==> src/common/utw_pkg.sv <==
// Behaviour
// - Control bits 15:4 read zero, ignore writes
// - Control bits 3:1 hold class select
// - Disabled window never affects upstream traffic
// - Enabled window assigns its class on hit
// - Each window has read/write 32-bit base
// - Each window has read/write 32-bit limit
// - Base and limit store even while disabled
// - Reset clears control, base and limit
// - Window registers at 14h-1Ch and 20h-28h
// - Nonzero class only with global permit set
package utw_pkg;

	// ---------------------------------------------------------------
	// Sizes
	// ---------------------------------------------------------------
	localparam int ADDR_W  = 8;
	localparam int DATA_W  = 32;
	localparam int BE_W    = 4;
	localparam int CLASS_W = 3;
	localparam int NUM_WIN = 2;

	// ---------------------------------------------------------------
	// Register offsets
	// ---------------------------------------------------------------
	localparam logic [ADDR_W-1:0] OFS_WIN1_CONTROL = 8'h14;
	localparam logic [ADDR_W-1:0] OFS_WIN1_BASE    = 8'h18;
	localparam logic [ADDR_W-1:0] OFS_WIN1_LIMIT   = 8'h1C;
	localparam logic [ADDR_W-1:0] OFS_WIN2_CONTROL = 8'h20;
	localparam logic [ADDR_W-1:0] OFS_WIN2_BASE    = 8'h24;
	localparam logic [ADDR_W-1:0] OFS_WIN2_LIMIT   = 8'h28;

	// ---------------------------------------------------------------
	// Control field layout and reset values
	// ---------------------------------------------------------------
	localparam int CTRL_EN_BIT  = 0;
	localparam int CTRL_CLS_LSB = 1;
	localparam int CTRL_CLS_MSB = 3;
	localparam int CTRL_W       = 16;

	localparam logic [CTRL_W-1:0]  CTRL_RST  = 16'h0000;
	localparam logic [DATA_W-1:0]  ADDR_RST  = 32'h0000_0000;
	localparam logic [CLASS_W-1:0] CLASS_ZERO = 3'h0;

	// Register kinds inside one window
	localparam logic [1:0] KIND_CTRL  = 2'h0;
	localparam logic [1:0] KIND_BASE  = 2'h1;
	localparam logic [1:0] KIND_LIMIT = 2'h2;

	// ---------------------------------------------------------------
	// Carriers
	// ---------------------------------------------------------------
	typedef struct packed {
		logic              wr;
		logic              rd;
		logic [ADDR_W-1:0] addr;
		logic [DATA_W-1:0] wdata;
		logic [BE_W-1:0]   be;
	} utw_reg_req_s;

	typedef struct packed {
		logic              valid;
		logic [DATA_W-1:0] addr;
	} utw_up_req_s;

	typedef struct packed {
		logic               valid;
		logic               hit;
		logic [CLASS_W-1:0] class_select;
	} utw_up_map_s;

	typedef struct packed {
		logic       hit;
		logic       idx;
		logic [1:0] kind;
	} utw_dec_s;

	typedef struct packed {
		logic               window_map_enable;
		logic [CLASS_W-1:0] class_select;
		logic [DATA_W-1:0]  base;
		logic [DATA_W-1:0]  limit;
	} utw_win_s;

	typedef struct packed {
		utw_win_s [NUM_WIN-1:0] win;
		logic [DATA_W-1:0]      rd_data;
		logic                   rd_valid;
		utw_up_map_s            map;
	} utw_state_s;

endpackage

==> src/utw_window_map.sv <==
`timescale 1ns/1ps
module utw_window_map (
	input  wire logic                  sys_clk_i,
	input  wire logic                  nrst_i,
	input  wire logic                  ce_i,
	input  wire utw_pkg::utw_reg_req_s reg_req_i,
	output logic [utw_pkg::DATA_W-1:0] reg_rdata_o,
	output logic                       reg_rvalid_o,
	input  wire logic                  global_iso_permit_i,
	input  wire utw_pkg::utw_up_req_s  up_req_i,
	output utw_pkg::utw_up_map_s       up_map_o
);

	// ---------------------------------------------------------------
	// Register decode
	// ---------------------------------------------------------------
	// Shared by the read and write paths so both agree on which offsets
	// exist; every other offset falls through as a miss
	function automatic utw_pkg::utw_dec_s decode(input logic [utw_pkg::ADDR_W-1:0] a);
		utw_pkg::utw_dec_s d;
		d = '0;
		d.hit = 1'b1;
		unique case (a)
			utw_pkg::OFS_WIN1_CONTROL: begin
				d.idx  = 1'b0;
				d.kind = utw_pkg::KIND_CTRL;
			end
			utw_pkg::OFS_WIN1_BASE: begin
				d.idx  = 1'b0;
				d.kind = utw_pkg::KIND_BASE;
			end
			utw_pkg::OFS_WIN1_LIMIT: begin
				d.idx  = 1'b0;
				d.kind = utw_pkg::KIND_LIMIT;
			end
			utw_pkg::OFS_WIN2_CONTROL: begin
				d.idx  = 1'b1;
				d.kind = utw_pkg::KIND_CTRL;
			end
			utw_pkg::OFS_WIN2_BASE: begin
				d.idx  = 1'b1;
				d.kind = utw_pkg::KIND_BASE;
			end
			utw_pkg::OFS_WIN2_LIMIT: begin
				d.idx  = 1'b1;
				d.kind = utw_pkg::KIND_LIMIT;
			end
			default: begin
				d.hit = 1'b0;
			end
		endcase
		return d;
	endfunction

	// ---------------------------------------------------------------
	// Byte merge
	// ---------------------------------------------------------------
	// Byte enables let software move one byte of a bound without a
	// read-modify-write of the whole word
	function automatic logic [utw_pkg::DATA_W-1:0] merge(
		input logic [utw_pkg::DATA_W-1:0] old_v,
		input logic [utw_pkg::DATA_W-1:0] new_v,
		input logic [utw_pkg::BE_W-1:0]   be
	);
		logic [utw_pkg::DATA_W-1:0] r;
		r = old_v;
		for (int b = 0; b < utw_pkg::BE_W; b++) begin
			if (be[b]) begin
				r[b*8 +: 8] = new_v[b*8 +: 8];
			end
		end
		return r;
	endfunction

	// ---------------------------------------------------------------
	// Window range
	// ---------------------------------------------------------------
	// Inclusive at both ends; a base above the limit leaves the window empty
	function automatic logic in_window(
		input logic [utw_pkg::DATA_W-1:0] a,
		input utw_pkg::utw_win_s          w
	);
		return (a >= w.base) && (a <= w.limit);
	endfunction

	// ---------------------------------------------------------------
	// Control word layout
	// ---------------------------------------------------------------
	// Only the enable and class fields are stored, so the reserved upper
	// bits read zero whatever was written to them
	function automatic logic [utw_pkg::CTRL_W-1:0] ctrl_word(input utw_pkg::utw_win_s w);
		logic [utw_pkg::CTRL_W-1:0] r;
		r = utw_pkg::CTRL_RST;
		r[utw_pkg::CTRL_EN_BIT] = w.window_map_enable;
		r[utw_pkg::CTRL_CLS_MSB:utw_pkg::CTRL_CLS_LSB] = w.class_select;
		return r;
	endfunction

	// ---------------------------------------------------------------
	// Class select
	// ---------------------------------------------------------------
	// Window 1 is visited last so it wins where two ranges overlap.
	// Without a hit the class stays zero, which is always a legal class.
	function automatic utw_pkg::utw_up_map_s pick_map(
		input logic                        valid,
		input logic [utw_pkg::NUM_WIN-1:0] hits,
		input utw_pkg::utw_state_s         s
	);
		utw_pkg::utw_up_map_s m;
		m              = '0;
		m.valid        = valid;
		m.class_select = utw_pkg::CLASS_ZERO;
		if (valid) begin
			for (int i = utw_pkg::NUM_WIN - 1; i >= 0; i--) begin
				if (hits[i]) begin
					m.hit          = 1'b1;
					m.class_select = s.win[i].class_select;
				end
			end
		end
		return m;
	endfunction

	// ---------------------------------------------------------------
	// State
	// ---------------------------------------------------------------
	utw_pkg::utw_state_s         st_r;
	utw_pkg::utw_state_s         st_nxt;
	utw_pkg::utw_dec_s           wdec;
	utw_pkg::utw_dec_s           rdec;
	logic [utw_pkg::NUM_WIN-1:0] win_hit;

	// ---------------------------------------------------------------
	// Window match
	// ---------------------------------------------------------------
	// One comparator pair per window. The enable and the global permit
	// gate each match, so a disabled window never steers traffic.
	generate
		for (genvar g = 0; g < utw_pkg::NUM_WIN; g++) begin : g_win
			assign win_hit[g] = st_r.win[g].window_map_enable
				&& global_iso_permit_i
				&& in_window(up_req_i.addr, st_r.win[g]);
		end
	endgenerate

	// ---------------------------------------------------------------
	// Next state
	// ---------------------------------------------------------------
	always_comb begin
		st_nxt = st_r;
		st_nxt.rd_valid = 1'b0;
		wdec = decode(reg_req_i.addr);
		rdec = decode(reg_req_i.addr);

		// Register writes; reserved control bits are simply not stored
		if (reg_req_i.wr && wdec.hit) begin
			unique case (wdec.kind)
				utw_pkg::KIND_CTRL: begin
					// Only the low byte carries writable control bits
					if (reg_req_i.be[0]) begin
						st_nxt.win[wdec.idx].window_map_enable =
							reg_req_i.wdata[utw_pkg::CTRL_EN_BIT];
						st_nxt.win[wdec.idx].class_select =
							reg_req_i.wdata[utw_pkg::CTRL_CLS_MSB:utw_pkg::CTRL_CLS_LSB];
					end
				end
				utw_pkg::KIND_BASE: begin
					// Stored regardless of the enable bit
					st_nxt.win[wdec.idx].base = merge(st_r.win[wdec.idx].base,
						reg_req_i.wdata, reg_req_i.be);
				end
				utw_pkg::KIND_LIMIT: begin
					st_nxt.win[wdec.idx].limit = merge(st_r.win[wdec.idx].limit,
						reg_req_i.wdata, reg_req_i.be);
				end
				default: begin
					st_nxt.win[wdec.idx] = st_r.win[wdec.idx];
				end
			endcase
		end

		// Register reads; unmapped offsets return zero
		if (reg_req_i.rd) begin
			st_nxt.rd_valid = 1'b1;
			st_nxt.rd_data  = '0;
			if (rdec.hit) begin
				unique case (rdec.kind)
					utw_pkg::KIND_CTRL: begin
						st_nxt.rd_data = 32'(ctrl_word(st_r.win[rdec.idx]));
					end
					utw_pkg::KIND_BASE: begin
						st_nxt.rd_data = st_r.win[rdec.idx].base;
					end
					utw_pkg::KIND_LIMIT: begin
						st_nxt.rd_data = st_r.win[rdec.idx].limit;
					end
					default: begin
						st_nxt.rd_data = '0;
					end
				endcase
			end
		end

		// Upstream class mapping, registered: the class of a request shows
		// one cycle after the request
		st_nxt.map = pick_map(up_req_i.valid, win_hit, st_r);
	end

	// ---------------------------------------------------------------
	// Registers
	// ---------------------------------------------------------------
	// The read answer is part of the state, so a low clock enable also
	// holds a pending answer instead of dropping it
	always_ff @(posedge sys_clk_i or negedge nrst_i) begin
		if (!nrst_i) begin
			st_r <= '0;
		end else if (ce_i) begin
			st_r <= st_nxt;
		end
	end

	// ---------------------------------------------------------------
	// Outputs
	// ---------------------------------------------------------------
	// Every output leaves straight from a flip-flop
	assign reg_rdata_o  = st_r.rd_data;
	assign reg_rvalid_o = st_r.rd_valid;
	assign up_map_o     = st_r.map;

endmodule

==> config.mk <==
export PLATFORM = sky130hd
export DESIGN_NAME = utw_window_map
export DESIGN_NICKNAME = d
export VERILOG_FILES = /design/src/common/utw_pkg.sv /design/src/utw_window_map.sv
export SDC_FILE = /design/constraint.sdc
export NUM_CORES = 1
export LEC_CHECK = 0
export BUFFER_PORTS_ARGS = -buffer_cell sky130_fd_sc_hd__buf_4
export CORE_UTILIZATION = 60
export DETAILED_ROUTE_END_ITERATION = 10
export GPL_ROUTABILITY_DRIVEN = 0
export MAX_ROUTING_LAYER = met4
export PLACE_DENSITY = 0.77
export SLEW_MARGIN = 20
export SYNTH_ARGS = -nofsm -noshare
export SYNTH_HDL_FRONTEND = slang
export SYNTH_SLANG_ARGS = --single-unit
==> constraint.sdc <==
create_clock -name sys_clk_i -period 3.5 [get_ports sys_clk_i]
set_input_delay 0.525 -clock sys_clk_i [delete_from_list [all_inputs] [get_ports sys_clk_i]]
set_output_delay 0.525 -clock sys_clk_i [all_outputs]
set_load 0.005 [all_outputs]
# Word level (Yosys, flattened, before mapping)
# Cells that the tools add are included.
totals:
  word_cells: 91
  input_bits: 83
  reg_bits: 174
  out_inout_bits: 38
classes:
  eq_ne: 9
  n_lt_le_gt_ge: 6
  mux: 51
  reduce_logical: 12
ops:
  columns: ["op", "count"]
  rows:
  - ["bitwise mux 136 bit", 5]
  - ["case mux 136 bit (3 select lines)", 1]
  - ["demux 68 bit (select 1 bit)", 5]
  - ["2-to-1 mux 68 bit", 4]
  - ["2-to-1 mux 8 bit", 24]
  - ["2-to-1 mux 136 bit", 1]
  - ["case mux 32 bit (3 select lines)", 1]
  - ["2-to-1 mux 67 bit", 1]
  - ["greater-or-equal comparator 32 bit", 2]
  - ["<= comparator 32 bit", 2]
  - ["2-to-1 mux 32 bit", 2]
  - ["2-to-1 mux 64 bit", 1]
  - ["== test 8 x 5 -> 1 bit, second input constant", 3]
  - ["== test 8 x 6 -> 1 bit, second input constant", 3]
  - ["case mux 3 bit (5 select lines)", 1]
  - ["2-to-1 mux 4 bit", 3]
  - ["logical AND 1 bit", 8]
  - ["OR reduction 6 bit", 1]
  - ["AND reduction 3 bit", 1]
  - ["== test 2 x 1 -> 1 bit, second input constant", 1]
  - ["== test 2 bit, second input constant", 1]
  - ["zero test 2 bit", 1]
  - ["< comparator 1 x 2 -> 1 bit, second input constant", 1]
  - ["2-to-1 mux 1 bit", 2]
  - ["other kinds (3)", 3]

# Depth between registers and ports, before layout
depth:
  word_depth: 10
  ltp_mapped: 11
  depth_no_buf: 9

# Worst setup path before layout
# Ideal clock, no wire load.
synth_path:
  path_kind: "input to register"
  from: "input reg_req_i[43] (netlist bit)"
  to: "register with a tool-made name"
  arrival_ps: 2563
  required_time_ps: 3375
  path_slack_ps: 812
  cell_stages: 8
  n_path_buf: 3
  cell_sequence: "or4_4 > a211o_1 > buf_6 > a31o_1 > or3_1 > buf_6 > buf_6 > mux2_4"
synth_rtl:
  columns: ["element", "line_no", "text"]
  rows:
  - ["start: declaration", "utw_window_map.sv:6", "input wire utw_pkg::utw_reg_req_s reg_req_i,"]

==> out/summary.txt <==
RSZ-0062 raised after global routing: no
Final #Nets: 1509
EDFF count, synth: 0
Post-DRT Antenna Nets: 0
leakage: 6.21 nW
Clock Skew: 10.3 ps
relative slew slack: 42.4%
Initial Util: 61.3%
Synth cell types: 60
CTS Buf Count: 17
Async S/R FF share, synth: 100%
CP startpoint kind: flop
f_max: 359 MHz
largest net degree at the start of global routing: 74
Top delay family on crit path: compound AO/OA/AOI/OAI gates
Clock Latency Late Sink: 440 ps
hold buffer count at CTS: 0
DR vias/cell: 6.36
row cnt: 50
dpl cells: 1513
IO Count: 121
peak supply drop: 334 µV
Min-Delay Path Class: input pin to async pin
die area: 19700 µm²
most frequent cells in the layout: 174 x dfrtp_1, 141 x buf_4, 140 x inv_1, 128 x ha_1, 114 x nand2_1
power per cell area: 335 nW/µm²
CP dominant cell by count: a21o_1
status: finished, final reports clean
Clock H-tree levels: 4
Placed Area: 12400 µm²
syn nets: 1444
HPWL after detailed placement: 22.9 mm
Finish-stage setup viols: 0
period utilisation layout: 79.5%
final instance area: 13000 µm²
Most Crowded Layer GR: met2
TritonCTS clock tree: done
met2 usage: 52.2%
Worst EP arrival: 3070 ps
port buffer count: 120
setup TNS: 0 ps
CP Class: flop to flop
clock sinks: 174
most common cell after layout, fill and taps aside: dfrtp_1
Slew Viols, Final: 0
minimum clock period: 2780 ps
initial antenna violation count: 0
DR pass1 iterations: 5
measured slew at the worst slew-check pin: 862 ps
Tot GR Track Use: 34.0%
CP endpoint kind: flop
Yosys reg bits: 174
postcts setup bufs: 0
Area Growth Syn to Fin: 13.0%
crit-path max FO: 3
WL final: 31.2 mm
total congestion overflow: 0
worst-path cell chain: inv_1, ha_1, a21o_1, a221o_1, a221oi_1, o21ai_0, a21o_1, o211ai_1, o221ai_1
clk root buf: clkbuf_16
1st-iter DRT viols: 871
post-synthesis cell area: 11500 µm²
Post-Layout Cell Count: 1544
CTS clk-pin slew, worst paths: 70 ps
Clock Tree Buf Depth: 2
cts repair resizes: 0
vias in the first global route: 9604
grt met1 use: 45.7%
Die H: 140 µm
syn_area_per_cell: 9.30 µm²
Post-Place Setup Slack: 449 ps
slowest stage delay, CP: 430 ps
predominant post-synthesis flop cell: dfrtp_1
Max-Cap Viols: 0
met3 Resource Use GR: 4.62%
Critical-path top delay cell: a221oi_1
sequential element share of the synthesized area: 38.0%
Worst Path Required: 3790 ps
Fin. Hold Viols: 0
first-pass GRT wire length: 50.3 mm
setup ws final: 716 ps
via count: 9816
diode count: 0
Wirelength per Cell: 20.2 µm
ratio of cells with drive above 1 in the final layout: 15.4%
yosys warns: 0
DIE WIDTH: 140 µm
CP Buf/Inv Count: 1
core area: 18700 µm²
Mapped Cells: 1233
# DRC: 0
## power by group
| group | switching [mW] | internal (mW) |
|---|---|---|
| sequential | 0.00491 | 2.02 |
| clock | 0.825 | 1.07 |
| combinational | 0.254 | 0.165 |
## stage by stage
stage,util [%],total power [mW],hold slack [ps]
detailed placement,66.2,2.47,478
finish,69.3,4.34,86.0
global placement,66.2,2.46,467
floorplan,-,2.25,229
global route,69.3,4.48,143
CTS,69.3,4.35,135
## area by class of cell
class                      count  area (µm²)
tap                          234         293
clock buffer                  19         443
sequential                   174        4350
timing repair buffer         145        1130
inverter                     140         526
fill                        1518        5740
clock inverter                12         136
multi-input combinational    820        6080
## worst reg2reg max path, delay by kind of cell (launching register included)
family	cells	cell delay, ps
AOI/OAI and AO/OA	7	1940
DFF	1	370
adders and majority gates	1	240
buffers and inverters	1	80
## synth_stat cells (all sizes together) (2+ instances only)
master,number,share of area [%]
and2,5,0.27
nor4bb,2,0.17
o221ai,2,0.15
nand2b,5,0.27
a2bb2oi,4,0.31
a21bo,2,0.17
a211oi,28,1.8
o2bb2ai,4,0.31
or4,2,0.16
mux2,14,1.4
o21a,3,0.20
a21oi,75,3.3
a22o,86,6.6
nand3,14,0.61
nand2,114,3.7
or3,3,0.16
a221oi,8,0.61
a31oi,5,0.27
and4,10,0.76
nand4,16,0.87
ha,128,14
a221o,3,0.26
a311oi,2,0.15
and3,4,0.22
nor2,48,1.6
a21o,12,0.79
nor2b,4,0.22
nor3,3,0.13
o22ai,33,1.8
inv,140,4.6
mux2i,62,5.4
dfrtp,174,38
a2111oi,2,0.15
clkbuf,38,1.3
a22oi,5,0.33
o211ai,4,0.26
nor4,5,0.27
buf,61,3.6
o21ai,91,4.0
## path summary, 6_finish.rpt
kind | from | endpoint | slack [ps] | depth (start not counted)
min | nrst_i | async pin | 90 | 1
min reg2reg | reg_rdata_o[0] | reg_rdata_o[0] | 500 | 2
max in group asynchronous | nrst_i | async pin | 2560 | 2
max | flop | up_map_o[1] | 720 | 9
min in group sys_clk_i | up_req_i[32] | up_map_o[4] | 340 | 3
max reg2reg | flop | up_map_o[1] | 720 | 9
## metal layers
metal	vias to the layer above	share of wire (%)
li1	4540	-
met1	4801	44
met2	395	46
met3	80	5.8
met4	0	3.4
met5	-	0
## kinds of logic after synthesis
logic type,share of synthesized area [%]
AO/OA/AOI/OAI,22.3
adder cells (fa/ha/maj),14.0
buffers and inverters,9.45
flip-flops,38.0
multiplexers,6.82
AND/OR/NAND/NOR,9.51
No activity file was read; power rests on OpenSTA's default activity.
